<file path="src/arbf_pkg.sv">
// constants shared by the result buffer and formatting block
package arbf_pkg;
    // result buffer geometry
    localparam int ARBF_BUF_MAX_INDEX = 17;
    localparam int ARBF_BUF_DEPTH = ARBF_BUF_MAX_INDEX + 1;
    localparam int ARBF_ADDR_W = 5;
    localparam int ARBF_RAW_W = 13;
    localparam int ARBF_WORD_W = 16;
    localparam int ARBF_CHANNELS = 32;
    localparam int ARBF_FLAG_HALF = 16;
    // output format codes
    localparam logic [1:0] ARBF_FMT_INT = 2'h0;
    localparam logic [1:0] ARBF_FMT_SINT = 2'h1;
    localparam logic [1:0] ARBF_FMT_FRAC = 2'h2;
    localparam logic [1:0] ARBF_FMT_SFRAC = 2'h3;
    // threshold control fields
    localparam int ARBF_TC_MODE_LSB = 0;
    localparam int ARBF_TC_ENABLE_BIT = 2;
    localparam int ARBF_TC_STORE_MATCH_BIT = 3;
    localparam int ARBF_TC_LOWPWR_BIT = 15;
    // compare modes
    localparam logic [1:0] ARBF_CMP_LT = 2'h0;
    localparam logic [1:0] ARBF_CMP_GE = 2'h1;
    localparam logic [1:0] ARBF_CMP_EQ = 2'h2;
    localparam logic [1:0] ARBF_CMP_NE = 2'h3;
    // sample select fields
    localparam int ARBF_SS_CHAN_LSB = 0;
    localparam int ARBF_SS_ALT_MUX_BIT = 5;
    localparam int ARBF_SS_NREF_LSB = 6;
    // reset values
    localparam logic [4:0] ARBF_CHAN_RST = 5'h00;
    localparam logic [31:0] ARBF_FLAGS_RST = 32'h0000_0000;
    localparam logic [15:0] ARBF_WORD_RST = 16'h0000;
endpackage

</file>
<file path="src/arbf_mem_if.sv">
// carrier between the control logic and the result buffer memory
`timescale 1ns/1ps
interface arbf_mem_if;
    import arbf_pkg::*;
    logic we;
    logic [ARBF_ADDR_W-1:0] waddr;
    logic [ARBF_RAW_W-1:0] wdata;
    logic [ARBF_ADDR_W-1:0] ra_addr;
    logic [ARBF_RAW_W-1:0] ra_data;
    logic [ARBF_ADDR_W-1:0] rb_addr;
    logic [ARBF_RAW_W-1:0] rb_data;
    modport mem (input we, waddr, wdata, ra_addr, rb_addr, output ra_data, rb_data);
    modport user (output we, waddr, wdata, ra_addr, rb_addr, input ra_data, rb_data);
endinterface

</file>
<file path="src/arbf_mem.sv">
// dual read port result buffer memory with registered read data
`timescale 1ns/1ps
module arbf_mem
    import arbf_pkg::*;
#(
    parameter int DEPTH = ARBF_BUF_DEPTH
) (
    // clock and reset
    input wire logic clk_i,
    input wire logic srst_i,
    // memory ports
    arbf_mem_if.mem m
);
    typedef struct packed {
        logic [DEPTH-1:0][ARBF_RAW_W-1:0] words;
        logic [ARBF_RAW_W-1:0] ra;
        logic [ARBF_RAW_W-1:0] rb;
    } arbf_mem_state_t;

    arbf_mem_state_t q_reg;
    arbf_mem_state_t q_next;

    initial begin
        if (DEPTH < 1 || DEPTH > ARBF_BUF_DEPTH) begin
            $error("arbf_mem: DEPTH out of range");
        end
    end

    ////////////////////////////////////////////////////////////////////////////////
    // write and read, out-of-range addresses read zero and ignore writes
    always_comb begin
        q_next = q_reg;
        if (m.we && 32'(m.waddr) < DEPTH) begin
            q_next.words[m.waddr] = m.wdata;
        end
        q_next.ra = (32'(m.ra_addr) < DEPTH) ? q_reg.words[m.ra_addr] : '0;
        q_next.rb = (32'(m.rb_addr) < DEPTH) ? q_reg.words[m.rb_addr] : '0;
    end

    // contents survive reset, only read registers clear
    always_ff @(posedge clk_i) begin
        if (srst_i) begin
            q_reg.words <= q_next.words;
            q_reg.ra <= '0;
            q_reg.rb <= '0;
        end else begin
            q_reg <= q_next;
        end
    end

    assign m.ra_data = q_reg.ra;
    assign m.rb_data = q_reg.rb;
endmodule

</file>
<file path="src/arbf_top.sv">
// result buffer, output formatting, threshold match and channel selection
`timescale 1ns/1ps
// Function
// - result buffer of up to eighteen words, indices 0..17, each addressable.
// - while converter on, software writes refused; conversion results stored, only matching ones when detection is active and the store-match bit is set.
// - while converter off, software may write words, used as thresholds.
// - toggling converter on never clears buffer contents.
// - unsigned 12-bit fraction left-justified in 15:4, negatives read zero.
// - signed 12-bit fraction: 13-bit code in 15:3, low bits zero.
// - 10-bit integer right-justified, signed form repeats sign in 15:10.
// - 10-bit fraction in 15:6; signed: sign 15, data 14:5.
// - threshold match flags per channel, low and high flag words.
// - sequential scan converts only channels set in the scan-select words.
// - charge unit enabled for channels selected in charge-unit enable words.
// - sample select picks input multiplexer and negative reference, and the channel while no scan-select bit is set.
// - threshold control configures detection, including power-saving operation.
// - 10-bit differential 11-bit result; unsigned negative zero, signed integer extended.
module arbf_top
    import arbf_pkg::*;
#(
    parameter int DEPTH = ARBF_BUF_DEPTH
) (
    // clock and reset
    input wire logic CLK_I,
    input wire logic SRST_I,
    // software buffer access
    input wire logic SW_WR_I,
    input wire logic SW_RD_I,
    input wire logic [ARBF_ADDR_W-1:0] SW_ADDR_I,
    input wire logic [ARBF_WORD_W-1:0] SW_WDATA_I,
    output logic [ARBF_WORD_W-1:0] SW_RDATA_O,
    output logic SW_RVALID_O,
    output logic SW_WR_REFUSED_O,
    // configuration
    input wire logic CONVERTER_ON_I,
    input wire logic MODE_12BIT_I,
    input wire logic [1:0] FORMAT_I,
    input wire logic [15:0] THRESHOLD_CONTROL_I,
    input wire logic LOW_POWER_I,
    input wire logic [15:0] SAMPLE_SELECT_I,
    input wire logic [15:0] SCAN_SELECT_LOW_I,
    input wire logic [15:0] SCAN_SELECT_HIGH_I,
    input wire logic [15:0] CHARGE_UNIT_ENABLE_LOW_I,
    input wire logic [15:0] CHARGE_UNIT_ENABLE_HIGH_I,
    // match flags
    input wire logic [31:0] FLAG_CLEAR_I,
    output logic [15:0] MATCH_FLAGS_LOW_O,
    output logic [15:0] MATCH_FLAGS_HIGH_O,
    // converter core
    output logic CONV_START_O,
    output logic [4:0] CHANNEL_O,
    output logic ALT_MUX_O,
    output logic [1:0] NEG_REF_SEL_O,
    output logic CHARGE_UNIT_EN_O,
    input wire logic CONV_DONE_I,
    input wire logic [ARBF_RAW_W-1:0] CONV_RESULT_I
);
    typedef enum logic [1:0] {S_IDLE, S_WAIT, S_CHECK} arbf_state_t;

    typedef struct packed {
        arbf_state_t st;
        logic [4:0] chan;
        logic [ARBF_ADDR_W-1:0] slot;
        logic [ARBF_RAW_W-1:0] result;
        logic start;
        logic alt_mux;
        logic [1:0] nref;
        logic charge_en;
        logic [31:0] flags;
        logic rd_pend;
        logic [ARBF_WORD_W-1:0] rdata;
        logic rvalid;
        logic refused;
    } arbf_ctl_t;

    arbf_ctl_t q_reg;
    arbf_ctl_t q_next;
    arbf_mem_if mif ();

    initial begin
        if (DEPTH < 1 || DEPTH > ARBF_BUF_DEPTH) begin
            $error("arbf_top: DEPTH out of range");
        end
    end

    ////////////////////////////////////////////////////////////////////////////////
    // next channel after cur in the scan mask, wrapping
    function automatic logic [4:0] next_scan(input logic [4:0] cur, input logic [31:0] mask);
        logic [4:0] idx;
        logic found;
        next_scan = cur;
        found = 1'b0;
        for (int i = 1; i <= ARBF_CHANNELS; i++) begin
            idx = 5'(32'(cur) + i);
            if (!found && mask[idx]) begin
                next_scan = idx;
                found = 1'b1;
            end
        end
    endfunction

    // raw code to bus word in the selected format
    function automatic logic [15:0] fmt_word(input logic [12:0] r, input logic twelve,
                                             input logic [1:0] fmt);
        logic neg;
        neg = twelve ? r[12] : r[10];
        fmt_word = ARBF_WORD_RST;
        if (twelve) begin
            case (fmt)
                ARBF_FMT_INT: fmt_word = neg ? 16'h0000 : {4'h0, r[11:0]};
                ARBF_FMT_SINT: fmt_word = {{3{r[12]}}, r};
                ARBF_FMT_FRAC: fmt_word = neg ? 16'h0000 : {r[11:0], 4'h0};
                default: fmt_word = {r, 3'h0};
            endcase
        end else begin
            case (fmt)
                ARBF_FMT_INT: fmt_word = neg ? 16'h0000 : {6'h00, r[9:0]};
                ARBF_FMT_SINT: fmt_word = {{5{r[10]}}, r[10:0]};
                ARBF_FMT_FRAC: fmt_word = neg ? 16'h0000 : {r[9:0], 6'h00};
                default: fmt_word = {r[10:0], 5'h00};
            endcase
        end
    endfunction

    // signed compare of a conversion result against a stored threshold
    function automatic logic thr_hit(input logic [12:0] res, input logic [12:0] thr,
                                     input logic [1:0] mode);
        logic signed [12:0] a;
        logic signed [12:0] b;
        a = $signed(res);
        b = $signed(thr);
        case (mode)
            ARBF_CMP_LT: thr_hit = a < b;
            ARBF_CMP_GE: thr_hit = a >= b;
            ARBF_CMP_EQ: thr_hit = a == b;
            default: thr_hit = a != b;
        endcase
    endfunction

    ////////////////////////////////////////////////////////////////////////////////
    // control, scan sequencing, threshold detection and software read path
    logic [31:0] scan_mask;
    logic [31:0] charge_mask;
    logic thr_active;
    logic hit;
    logic conv_we;
    logic [31:0] set_flags;

    always_comb begin
        scan_mask = {SCAN_SELECT_HIGH_I, SCAN_SELECT_LOW_I};
        charge_mask = {CHARGE_UNIT_ENABLE_HIGH_I, CHARGE_UNIT_ENABLE_LOW_I};
        thr_active = THRESHOLD_CONTROL_I[ARBF_TC_ENABLE_BIT] &&
            (!LOW_POWER_I || THRESHOLD_CONTROL_I[ARBF_TC_LOWPWR_BIT]);
        hit = 1'b0;
        conv_we = 1'b0;
        set_flags = '0;
        q_next = q_reg;
        q_next.start = 1'b0;
        case (q_reg.st)
            S_IDLE: begin
                if (CONVERTER_ON_I) begin
                    if (scan_mask != '0) begin
                        q_next.chan = next_scan(q_reg.chan, scan_mask);
                    end else begin
                        q_next.chan = SAMPLE_SELECT_I[ARBF_SS_CHAN_LSB +: 5];
                    end
                    q_next.alt_mux = SAMPLE_SELECT_I[ARBF_SS_ALT_MUX_BIT];
                    q_next.nref = SAMPLE_SELECT_I[ARBF_SS_NREF_LSB +: 2];
                    q_next.charge_en = charge_mask[q_next.chan];
                    q_next.start = 1'b1;
                    q_next.st = S_WAIT;
                end else begin
                    q_next.slot = '0;
                    q_next.charge_en = 1'b0;
                end
            end
            S_WAIT: begin
                if (!CONVERTER_ON_I) begin
                    q_next.st = S_IDLE;
                end else if (CONV_DONE_I) begin
                    q_next.result = CONV_RESULT_I;
                    q_next.st = S_CHECK;
                end
            end
            S_CHECK: begin
                // stored threshold of this slot is on rb_data now
                hit = thr_active &&
                    thr_hit(q_reg.result, mif.rb_data,
                            THRESHOLD_CONTROL_I[ARBF_TC_MODE_LSB +: 2]);
                conv_we = CONVERTER_ON_I &&
                    (!(thr_active && THRESHOLD_CONTROL_I[ARBF_TC_STORE_MATCH_BIT]) || hit);
                set_flags[q_reg.chan] = hit;
                q_next.slot = (32'(q_reg.slot) >= DEPTH - 1) ? '0 :
                    q_reg.slot + ARBF_ADDR_W'(1);
                q_next.st = S_IDLE;
            end
            default: q_next.st = S_IDLE;
        endcase
        // set wins over a clear in the same cycle
        q_next.flags = (q_reg.flags & ~FLAG_CLEAR_I) | set_flags;
        // two-cycle read: memory register, then formatted output register
        q_next.rd_pend = SW_RD_I;
        q_next.rvalid = q_reg.rd_pend;
        if (q_reg.rd_pend) begin
            q_next.rdata = fmt_word(mif.ra_data, MODE_12BIT_I, FORMAT_I);
        end
        q_next.refused = SW_WR_I && CONVERTER_ON_I;
    end

    // buffer port steering: software writes only while off
    always_comb begin
        mif.we = conv_we || (SW_WR_I && !CONVERTER_ON_I);
        mif.waddr = conv_we ? q_reg.slot : SW_ADDR_I;
        mif.wdata = conv_we ? q_reg.result : SW_WDATA_I[ARBF_RAW_W-1:0];
        mif.ra_addr = SW_ADDR_I;
        mif.rb_addr = q_reg.slot;
    end

    // state register
    always_ff @(posedge CLK_I) begin
        if (SRST_I) begin
            q_reg <= '{st: S_IDLE, chan: ARBF_CHAN_RST, slot: '0, result: '0, start: 1'b0,
                       alt_mux: 1'b0, nref: 2'h0, charge_en: 1'b0, flags: ARBF_FLAGS_RST,
                       rd_pend: 1'b0, rdata: ARBF_WORD_RST, rvalid: 1'b0, refused: 1'b0};
        end else begin
            q_reg <= q_next;
        end
    end

    ////////////////////////////////////////////////////////////////////////////////
    // buffer memory, untouched by converter on/off
    arbf_mem #(
        .DEPTH(DEPTH)
    ) u_mem (
        .clk_i(CLK_I),
        .srst_i(SRST_I),
        .m(mif.mem)
    );

    // outputs straight from the state register
    assign SW_RDATA_O = q_reg.rdata;
    assign SW_RVALID_O = q_reg.rvalid;
    assign SW_WR_REFUSED_O = q_reg.refused;
    assign MATCH_FLAGS_LOW_O = q_reg.flags[ARBF_FLAG_HALF-1:0];
    assign MATCH_FLAGS_HIGH_O = q_reg.flags[31:ARBF_FLAG_HALF];
    assign CONV_START_O = q_reg.start;
    assign CHANNEL_O = q_reg.chan;
    assign ALT_MUX_O = q_reg.alt_mux;
    assign NEG_REF_SEL_O = q_reg.nref;
    assign CHARGE_UNIT_EN_O = q_reg.charge_en;
endmodule

</file>
<file path="config.mk">
export PLATFORM = sky130hd
export DESIGN_NAME = arbf_top
export DESIGN_NICKNAME = d
export VERILOG_FILES = /design/src/arbf_pkg.sv /design/src/arbf_mem_if.sv /design/src/arbf_mem.sv /design/src/arbf_top.sv
export SDC_FILE = /design/constraint.sdc
export NUM_CORES = 1
export LEC_CHECK = 0
export ABC_AREA = 0
export BUFFER_PORTS_ARGS = -buffer_cell sky130_fd_sc_hd__buf_2
export CAP_MARGIN = 5
export CORE_ASPECT_RATIO = 1.4
export CORE_UTILIZATION = 40
export CTS_CLUSTER_DIAMETER = 60
export CTS_CLUSTER_SIZE = 8
export DETAILED_ROUTE_END_ITERATION = 8
export PLACE_DENSITY = 0.58
export SLEW_MARGIN = 20
export SYNTH_ARGS = -nofsm -noshare
export SYNTH_HDL_FRONTEND = slang
export SYNTH_HIERARCHICAL = 1
export SYNTH_SLANG_ARGS = --single-unit
</file>
<file path="constraint.sdc">
create_clock -name CLK_I -period 7.85 [get_ports CLK_I]
set_input_delay 0.785 -clock CLK_I [delete_from_list [all_inputs] [get_ports CLK_I]]
set_output_delay 0.785 -clock CLK_I [all_outputs]
set_load 0.005 [all_outputs]
</file>
# Word level (Yosys, flattened, before mapping)
# Index checks and enable logic that the tools add are counted.
# word_totals
register_bits,341
word_cells,476
# op_classes
magnitude_cmp,45
reduce_logical,89
eq_ne,11
muxes,258
addsub,33
n_bitwise,7
# op_table
operator,n
$bwmux 234,1
$mux 234,1
$lt 5x6->1 const B,37
$mux 5,38
$bmux 1 s5,33
$mux 1,162
$bmux 13 s5,2
$pmux 16 s3,2
$add 5x5->5 const B,16
$demux 13 s5,1
$and 32x32->32,2
$mux 13,4
$mux 16,3
$add 5x4->5 const B,8
$logic_and 1x1->1,40
$logic_not 1->1,34
$mux 32,1
$not 32->32,1
$or 32x32->32,1
$reduce_bool 32->1,1
$add 5x3->5 const B,4
$add 5x1->5 const B,3
$lt 5x5->1 const B,3
$eq 13x13->1,1
other kinds (26),44

# Depth between registers and ports, before layout
# Gate-level depths: netlist of run 1.
# logic_depth
ltp_word,196
mapped_depth,25
mapped_depth_nobuf,21

# By module
# The synthesis of run 1 kept the hierarchy.
# modules_own_cells
mod,instances,area_each_um2,seq_area_each_um2,cells_per_inst
arbf_mem,1,11790.1,7547.2,702
arbf_top,1,10754.1,1621.6,1281

# Worst setup path after synthesis of run 1
# No wires, ideal clock.
# synth_path
path_type,register to register
start,register q_reg (netlist bit CHANNEL_O[2])
end,register q_reg (netlist bit CHARGE_UNIT_EN_O)
slack_ns,1.489
arrival_ns,6.239
n_path_buf,5
path_stages_with_launch,24
cell_sequence,dfxtp_1 -> clkbuf_1 -> buf_2 -> inv_1 -> clkbuf_1 -> ha_1 -> buf_1 -> mux4_2 -> mux2_2 -> mux2_2 -> a21oi_1 -> and2_1 -> nand4_1 -> or3_1 -> buf_2 -> or4_1 -> nand3_1 -> nor4_1 -> xnor2_1 -> mux2i_2 -> mux2i_1 -> mux2_2 -> o211a_1 -> a311o_1
# synth_between
elab_chain_len,196
elab_cells_between_ends,320
# synth_rtl
item,line_no,source
"start, declared",arbf_top.sv:76,arbf_ctl_t q_reg;
"start signal, assigned",arbf_top.sv:222,"q_reg <= '{st: S_IDLE, chan: ARBF_CHAN_RST, slot: '0, result: '0, start: 1'b0,"
"start signal, assigned",arbf_top.sv:226,q_reg <= q_next;
$add 5x1->5,arbf_top.sv:94,idx = 5'(32'(cur) + i);
$bmux 1 s5,arbf_top.sv:95,if (!found && mask[idx]) begin
$mux 1 (not written as such),arbf_top.sv:95,
$mux 1,arbf_top.sv:95,
$mux 1,arbf_top.sv:162,if (scan_mask != '0) begin
$mux 1,arbf_top.sv:161,if (CONVERTER_ON_I) begin
$mux 1,arbf_top.sv:159,case (q_reg.st)
$logic_not 1->1,arbf_top.sv:95,
(+180 left out),-,
$logic_and 1x1->1,arbf_top.sv:95,
$mux 5 (*),arbf_top.sv:95,
$mux 5 (*),arbf_top.sv:162,
$mux 5 (*),arbf_top.sv:161,
$mux 5 (*),arbf_top.sv:159,
$bmux 1 s5 (*),arbf_top.sv:169,q_next.charge_en = charge_mask[q_next.chan];
$mux 1 (not written as such) (*),arbf_top.sv:169,
$mux 1 (*),arbf_top.sv:161,
# Mark *: on every way between the ends. The rest lies on a longest branch, timed or not. The select of a mux whose other input is x is not followed.
# A chain may end at the register's enable or synchronous reset.

# Worst setup path after layout of run 1
# layout_path
start,register q_reg (netlist bit CHANNEL_O[0])
end,register q_reg (netlist bit CHARGE_UNIT_EN_O)
# The elaborated chain is that of the path after synthesis.

==> key figures, run 1 <==
Synth
  • Post-Syn Area per Cell: 11.4 um2
  • Synth warn: 6
  • Sequential share of the synthesized area: roughly two fifths
  • Xor and xnor area share after synthesis: 1.20%
  • Yosys cell types: 97
  • Post-synth ARST share: 0%
  • Main combinational cell family by area after synthesis: multiplexers
  • Mapped Area: 22500 um2
  • Compound-gate portion of the synthesized area: 13.0%
  • Top-area cell type share of the netlist area: 31.2%
  • FF+latch count, synth: 341
  • EDFF count, synth: between 200 and 250
  • Post-synth top area cell: edfxtp_1
  • Mapped Cells: between 1500 and 2000
  • Post-synthesis mux area share: 25.4%
  • Predominant post-synthesis flop cell: edfxtp_1
  • Synth area leaders: edfxtp_1 31%, mux4_2 13%, dfxtp_1 9.5%
  • Post-Synth Simple-Gate Area: 11.1%
  • Mapped Nets: roughly 2200
  • Synth Area in Adders: 1.94%

Clocking
  • Deepest clock path buffer count: 3
  • H-tree lvl count: 2
  • TritonCTS clock tree: built
  • Clock-pin slew on the worst setup and hold paths: approximately 50 ps
  • Setup Buffers After CTS: 0
  • # clock sinks: 341
  • Clk Latency, worst-skew pair: around 580 ps
  • CTS buffer count: 49
  • # hold bufs at CTS: 0
  • CTS root buf: clkbuf_16
  • CTS resizes: 0

Worst setup path
  • Critical Path Max Stage Delay: 980 ps
  • Worst setup path class: reg2reg
  • CP required: 8310 ps
  • Critical path arrival: 7460 ps
  • CP endpoint kind: flip-flop
  • CP max stage cell: ha_1
  • CP Launch Type: flip-flop
  • Crit path max fanout: 18
  • Sequence of cells on the critical path: inv_2, ha_1, mux4_2, mux4_2, mux2_2, or3_1, nor4_4, nand2_2, or4_4, a41oi_2, nor2_2, o21ai_4, buf_4, mux2i_1, mux2i_1, mux2i_1, mux2i_1, a311o_1
  • Worst path most repeated cell: mux2i_1

Die
  • Core area: 55500 um2
  • Initial Utilization: 40.6%
  • Chip Height: 283 um
  • Die X: 203 um
  • Die ar.: between 50000 and 60000 um2
  • Top Ports: 232
  • Rows: between 100 and 150

STA
  • Achievable Freq: ~0.14 GHz
  • Tmin final: 7000 ps
  • Clk_skew: between 20 and 25 ps
  • Period utilization: 89.2%
  • Slew HR: about a quarter
  • Worst Tran Pin Value: approximately 1100 ps
  • Max-slew violations: 0
  • RSZ-0062 raised after global routing: false
  • Final setup TNS: 0 ps
  • Final Hold Vio Count: 0
  • PnR worst setup slack: 851 ps
  • Setup-failing EPs final: 0
  • Worst hold slack: 433 ps

Final layout
  • P&R area growth vs syn: 11.9%
  • Most frequent cells in the layout: 234 x edfxtp_1, 207 x buf_2, 194 x mux2i_1
  • Number of flip-flops in the largest register: 234
  • Layout cells sized above 1: 26.7%
  • Fin util: 45.4%
  • Fin nets: 2310
  • Commonest non-fill, non-tap cell in the layout: edfxtp_1
  • Post-Layout Cell Count: 2854
  • Final instance area: 25200 um2

Routing
  • Drt first pass iters: 6
  • DR vias: 17900
  • Residual DRC count: 0
  • Final wirelength: 77400 um
  • WL/cell: 27.1 um
  • Drt initial violations: 1630
  • Drt via density: 6.26
  • Remaining antenna violation count: 0

Power
  • Part of the power in the clock network: 21.6%
  • P_sw: a little under 4 mW
  • PwrDens: 354 nW/um2
  • Internal: slightly above 5 mW
  • Comb pwr share: between 50% and 60%
  • Seq pwr share: around 23%
  • VDD IR max: 0.225 mV
  • Switching part of the total: 43.6%
  • Leakage: 8.98 nW
  • Pwr Total: 8.93 mW

Job
  • Max-cap viol count: 0

Global route
  • Initial antenna violation count: 2
  • GRT Total Usage: 26.6%
  • Pin count of the biggest net entering global routing: 59
  • Overflow after GRT: 0
  • Vias in the first global route: about 18000
  • First-pass GRT wire length: 114000 um

Worst hold path
  • Hold Path Class: in2reg

Place
  • Placed Area: approximately 24000 um2
  • Placed cells: 2780
  • Place WS: 857 ps
  • DP Wirelength: between 50000 and 60000 um
  • Routability cong.: 1.01
  • I/O Buffers: roughly 210

Status
  • Outcome: complete, no violations
[path summary, 6_finish.rpt]
path / start / endpoint / slack [ps] / cells past startpoint
worst max-delay path: CHANNEL_O[0] / CHARGE_UNIT_EN_O / 850 / 18
worst min-delay path: SW_RD_I / q_next[1] / 430 / 2
worst max register to register: CHANNEL_O[0] / CHARGE_UNIT_EN_O / 850 / 18
worst min register to register: ALT_MUX_O / ALT_MUX_O / 450 / 2
[power groups by stage]
stage                     logic, mW  clock network [mW]  registers [mW]
after floorplan                3.39                   0            2.00
after global placement         4.85                   0            2.04
after detailed placement       4.87                   0            2.04
after CTS                      4.89                1.97            2.01
after global routing           5.26                2.04            2.01
final                          5.00                1.93            2.01
[cell usage after synthesis, drive strengths merged (20+ instances only)]
| cell type | count |
|---|---|
| nor2b | 37 |
| o22ai | 49 |
| nand3 | 28 |
| a21oi | 102 |
| nand2 | 129 |
| nor3 | 33 |
| mux2i | 195 |
| a22o | 29 |
| edfxtp | 234 |
| a32oi | 20 |
| ha | 35 |
| buf | 138 |
| o41ai | 21 |
| clkbuf | 68 |
| mux4 | 143 |
| inv | 58 |
| dfxtp | 107 |
| nor2 | 148 |
| o21ai | 70 |
| xnor2 | 26 |
| mux2 | 46 |
[final cells by class]
type	count	area (um2)
Sequential cell	341	9180
Antenna cell	2	5.00
Clock inverter	4	85.1
Fill cell	5186	30300
Inverter	60	230
Clock buffer	68	1300
Tap cell	728	911
Timing Repair Buffer	275	1570
Multi-Input combinational cell	1376	12000
[logic make-up after synthesis]
family	after synthesis
xor gates and xnor gates	31
AOI/OAI and AO/OA	426
DFF	341
and+or+nand+nor	500
adders and majority gates	35
buffers and inverters	266
muxes	384
[worst max-delay path, delay by kind of cell (launching register included)]
kind / cells / cell delay (ps)
compound gates: 3 / 980
fa+ha+maj: 1 / 980
flops: 1 / 530
mux: 7 / 2110
buf+inv: 2 / 490
simple gates: 5 / 1760
[per-layer routing]
layer	track usage, %	part of all wire (%)
met1	30.2	36
met4	17.2	7.1
met3	3.70	6.5
met2	46.4	51
met5	0	0
(Power assumes the default switching activity.)
==> run 2: changes to the inputs <==
SYNTH_HIERARCHICAL = default   (was 1)
==> run 2 against run 1 <==
Sequential power about the same. First-iteration DRC count is 14% higher. Synthesized cell count fell by 0.91%. Total power up 2.6%. Cell count is 0.25% higher. Core utilization rose by 0.41 points. Critical path depth shrank 1. Clock-buffer cell count decreased by 9. Wire length grew 2.5%. Critical endpoint unchanged.
==> key figures, run 2 <==
Synth
  • Sequential share of the synthesized area: 40.7% (about the same)
  • Post-Syn Area per Cell: 11.5 um2 (+0.85%)
  • Mapped Cells: 1965 (-0.91%)
  • EDFF count, synth: 234 (unchanged)
  • Synth top cells by count: 234 x edfxtp_1, 192 x mux4_2, 178 x nand2_1
  • Post-synth top area cell: edfxtp_1
  • Top-count cell post-synth: edfxtp_1
  • Synth area leaders: edfxtp_1 31%, mux4_2 19%, dfxtp_1 9.5%
  • Mapped Nets: 2172 (-0.82%)
  • FF+latch count, synth: 341 (unchanged)
  • Synth warn: 0 (-6)
  • Predominant post-synthesis flop cell: edfxtp_1
  • Post-synth ARST share: 0% (unchanged)
  • Top-area cell type share of the netlist area: 31.2% (about the same)
  • Yosys cell types: 95 (-2.1%)
  • Mapped Area: 22500 um2 (about the same)

Clocking
  • TritonCTS clock tree: built
  • CTS buffer count: 48 (-2.0%)
  • CTS root buf: clkbuf_16
  • # clock sinks: 341 (unchanged)
  • CTS resizes: 0 (unchanged)
  • Clk Latency, worst-skew pair: 570 ps (about the same)
  • Setup Buffers After CTS: 0 (unchanged)
  • H-tree lvl count: 2 (unchanged)
  • # hold bufs at CTS: 0 (unchanged)
  • Clock-pin slew on the worst setup and hold paths: 50 ps (about the same)
  • Deepest clock path buffer count: 3 (unchanged)

Power
  • VDD IR max: 0.180 mV (-20%)
  • PwrDens: 360 nW/um2 (+1.7%)
  • Leakage: 9.11 nW (+1.5%)

Worst setup path
  • Reg2reg path depth: 17 (-1)
  • Crit path from: CHANNEL_O[2]
  • R2R Path Start: CHANNEL_O[2]
  • CP max stage cell: or4_4
  • Worst setup path class: reg2reg
  • Critical path arrival: 7290 ps (-170 ps)
  • Flop2flop setup slack: 1030 ps (+180 ps)
  • Worst Setup EP: CHARGE_UNIT_EN_O
  • CP endpoint kind: flip-flop
  • Crit path max fanout: 12 (-6)
  • Critical Path Max Stage Delay: 640 ps (-340 ps)
  • Sequence of cells on the critical path: buf_4, ha_1, nand2b_1, xnor2_1, mux4_2, mux2i_2, nand3_2, or3_4, or3_1, or4_4, a211oi_2, o21ai_2, a41oi_1, a211o_1, a32oi_1, mux2_2, a21o_1
  • CP Launch Type: flip-flop
  • CP required: 8310 ps (about the same)
  • FF-to-FF End: CHARGE_UNIT_EN_O

Die
  • Chip Height: 283 um (about the same)
  • Die X: 203 um (about the same)
  • Top Ports: 232 (unchanged)
  • Core area: 55500 um2 (unchanged)
  • Initial Utilization: 40.6% (about the same)
  • Die ar.: 57300 um2 (about the same)
  • Rows: 102 (unchanged)

Place
  • DP Wirelength: 58300 um (+3.1%)
  • Placed Area: 24100 um2 (+1.2%)
  • Routability cong.: 1.04 (+3.0%)
  • I/O Buffers: 209 (unchanged)

Routing
  • Drt via density: 6.32 (+0.90%)
  • Residual DRC count: 0 (unchanged)
  • WL/cell: 27.7 um (+2.2%)
  • Remaining antenna violation count: 0 (unchanged)
  • Drt initial violations: 1853 (+14%)
  • DR vias: 18100 (+1.1%)
  • Drt first pass iters: 6 (unchanged)
  • Final wirelength: 79300 um (+2.5%)

STA
  • Final setup TNS: 0 ps (unchanged)
  • Clk_skew: 32.3 ps (+7.37 ps)
  • Period utilization: 86.9% (-2.3 points)
  • Worst Tran Pin Value: 1120 ps (-5.99 ps)
  • Final Hold Vio Count: 0 (unchanged)
  • Tmin final: 6820 ps (-177 ps)
  • RSZ-0062 raised after global routing: false
  • Achievable Freq: 0.147 GHz (+2.6%)
  • Max-slew violations: 0 (unchanged)
  • Slew HR: 24.8% (+0.52 points)
  • Setup-failing EPs final: 0 (unchanged)

Final layout
  • Final instance area: 25500 um2 (+0.90%)
  • Fillers: 5135 (-0.98%)
  • Layout cells sized above 1: 28.6% (+1.9 points)
  • Fin nets: 2325 (+0.65%)
  • Number of flip-flops in the largest register: 234 (unchanged)
  • P&R area growth vs syn: 13.0%
  • Most frequent cells in the layout: 234 x edfxtp_1, 207 x buf_2, 192 x mux4_2
  • Commonest non-fill, non-tap cell in the layout: edfxtp_1

Status
  • Outcome: complete, no violations

Global route
  • Overflow after GRT: 0 (unchanged)
  • First-pass GRT wire length: 117000 um (+3.3%)
  • GRT Total Usage: 27.6% (+1.1 points)
  • Vias in the first global route: 18200 (+1.7%)
  • Initial antenna violation count: 2 (unchanged)
  • Pin count of the biggest net entering global routing: 62 (+5.1%)

Worst hold path
  • Hold Path Class: in2reg

Job
  • Max-cap viol count: 0 (unchanged)
## run 2: layout make-up
| type | count | area (um2) | area share [%] |
|---|---|---|---|
| Antenna cell | 2 | 5.00 | 0.0197 |
| Clock inverter | 4 | 71.3 | 0.280 |
| Tap cell | 728 | 911 | 3.58 |
| Sequential cell | 341 | 9180 | 36.0 |
| Multi-Input combinational cell | 1381 | 12200 | 48.0 |
| Clock buffer | 59 | 1240 | 4.88 |
| Inverter | 63 | 236 | 0.929 |
| Timing Repair Buffer | 283 | 1610 | 6.31 |
## run 2: per-layer routing
metal  up-vias  routed length [um]  GRT usage [%]
met1      9063               27600           30.8
met3       241                4790           3.76
li1       7895                   -              -
met2       869               41300           49.8
met5         -                   0              0
met4         0                5580           17.4
## run 2: worst min path at each step
| stage | endpoint | start | cells past startpoint |
|---|---|---|---|
| 3_3_place_gp | NEG_REF_SEL_O[0] | NEG_REF_SEL_O[0] | 2 |
| 6_report | q_next[1] | SW_RD_I | 2 |
| 4_1_cts | q_next[1] | SW_RD_I | 2 |
| 3_5_place_dp | NEG_REF_SEL_O[1] | NEG_REF_SEL_O[1] | 2 |
| 2_1_floorplan | q_reg[56] | q_reg[56] | 2 |
| 5_1_grt | q_next[1] | SW_RD_I | 2 |
## run 2: report_power, final
part | internal (mW) | switching, mW | leakage (nW)
combinational | 1.98 | 3.34 | 5.49
sequential | 1.95 | 0.0349 | 2.98
clock | 1.10 | 0.756 | 0.637
## run 2: logic make-up (layout without fill, tap and decap cells)
| logic type | count (synthesis) | after routing | synth area share (%) |
|---|---|---|---|
| other | 0 | 2 | 0 |
| multiplexers | 344 | 344 | 26.6 |
| XOR/XNOR | 32 | 32 | 1.24 |
| flip-flops | 341 | 341 | 40.7 |
| AO/OA/AOI/OAI | 385 | 385 | 11.5 |
| buffers and inverters | 243 | 409 | 5.31 |
| AND/OR/NAND/NOR | 585 | 585 | 12.7 |
| adder cells (fa/ha/maj) | 35 | 35 | 1.94 |
## run 2: critical path: cells and delay by family, from the launching register on
kind,cells,cell delay [ps]
xor gates and xnor gates,1,440
muxes,3,1350
buffers and inverters,1,290
adders and majority gates,1,530
DFF,1,590
and+or+nand+nor,5,2080
AOI/OAI and AO/OA,6,1400
## run 2: metrics by stage
stage	util, %	setup WS [ps]	instances	total power [mW]	hold WS [ps]
after global placement	43.4	1190	2796	7.13	445
after CTS	45.8	1110	2859	9.03	426
final	45.9	1030	2861	9.16	440
after detailed placement	43.5	1150	2796	7.13	455
after global routing	45.9	758	2861	9.55	459
after floorplan	-	1130	1965	5.47	436
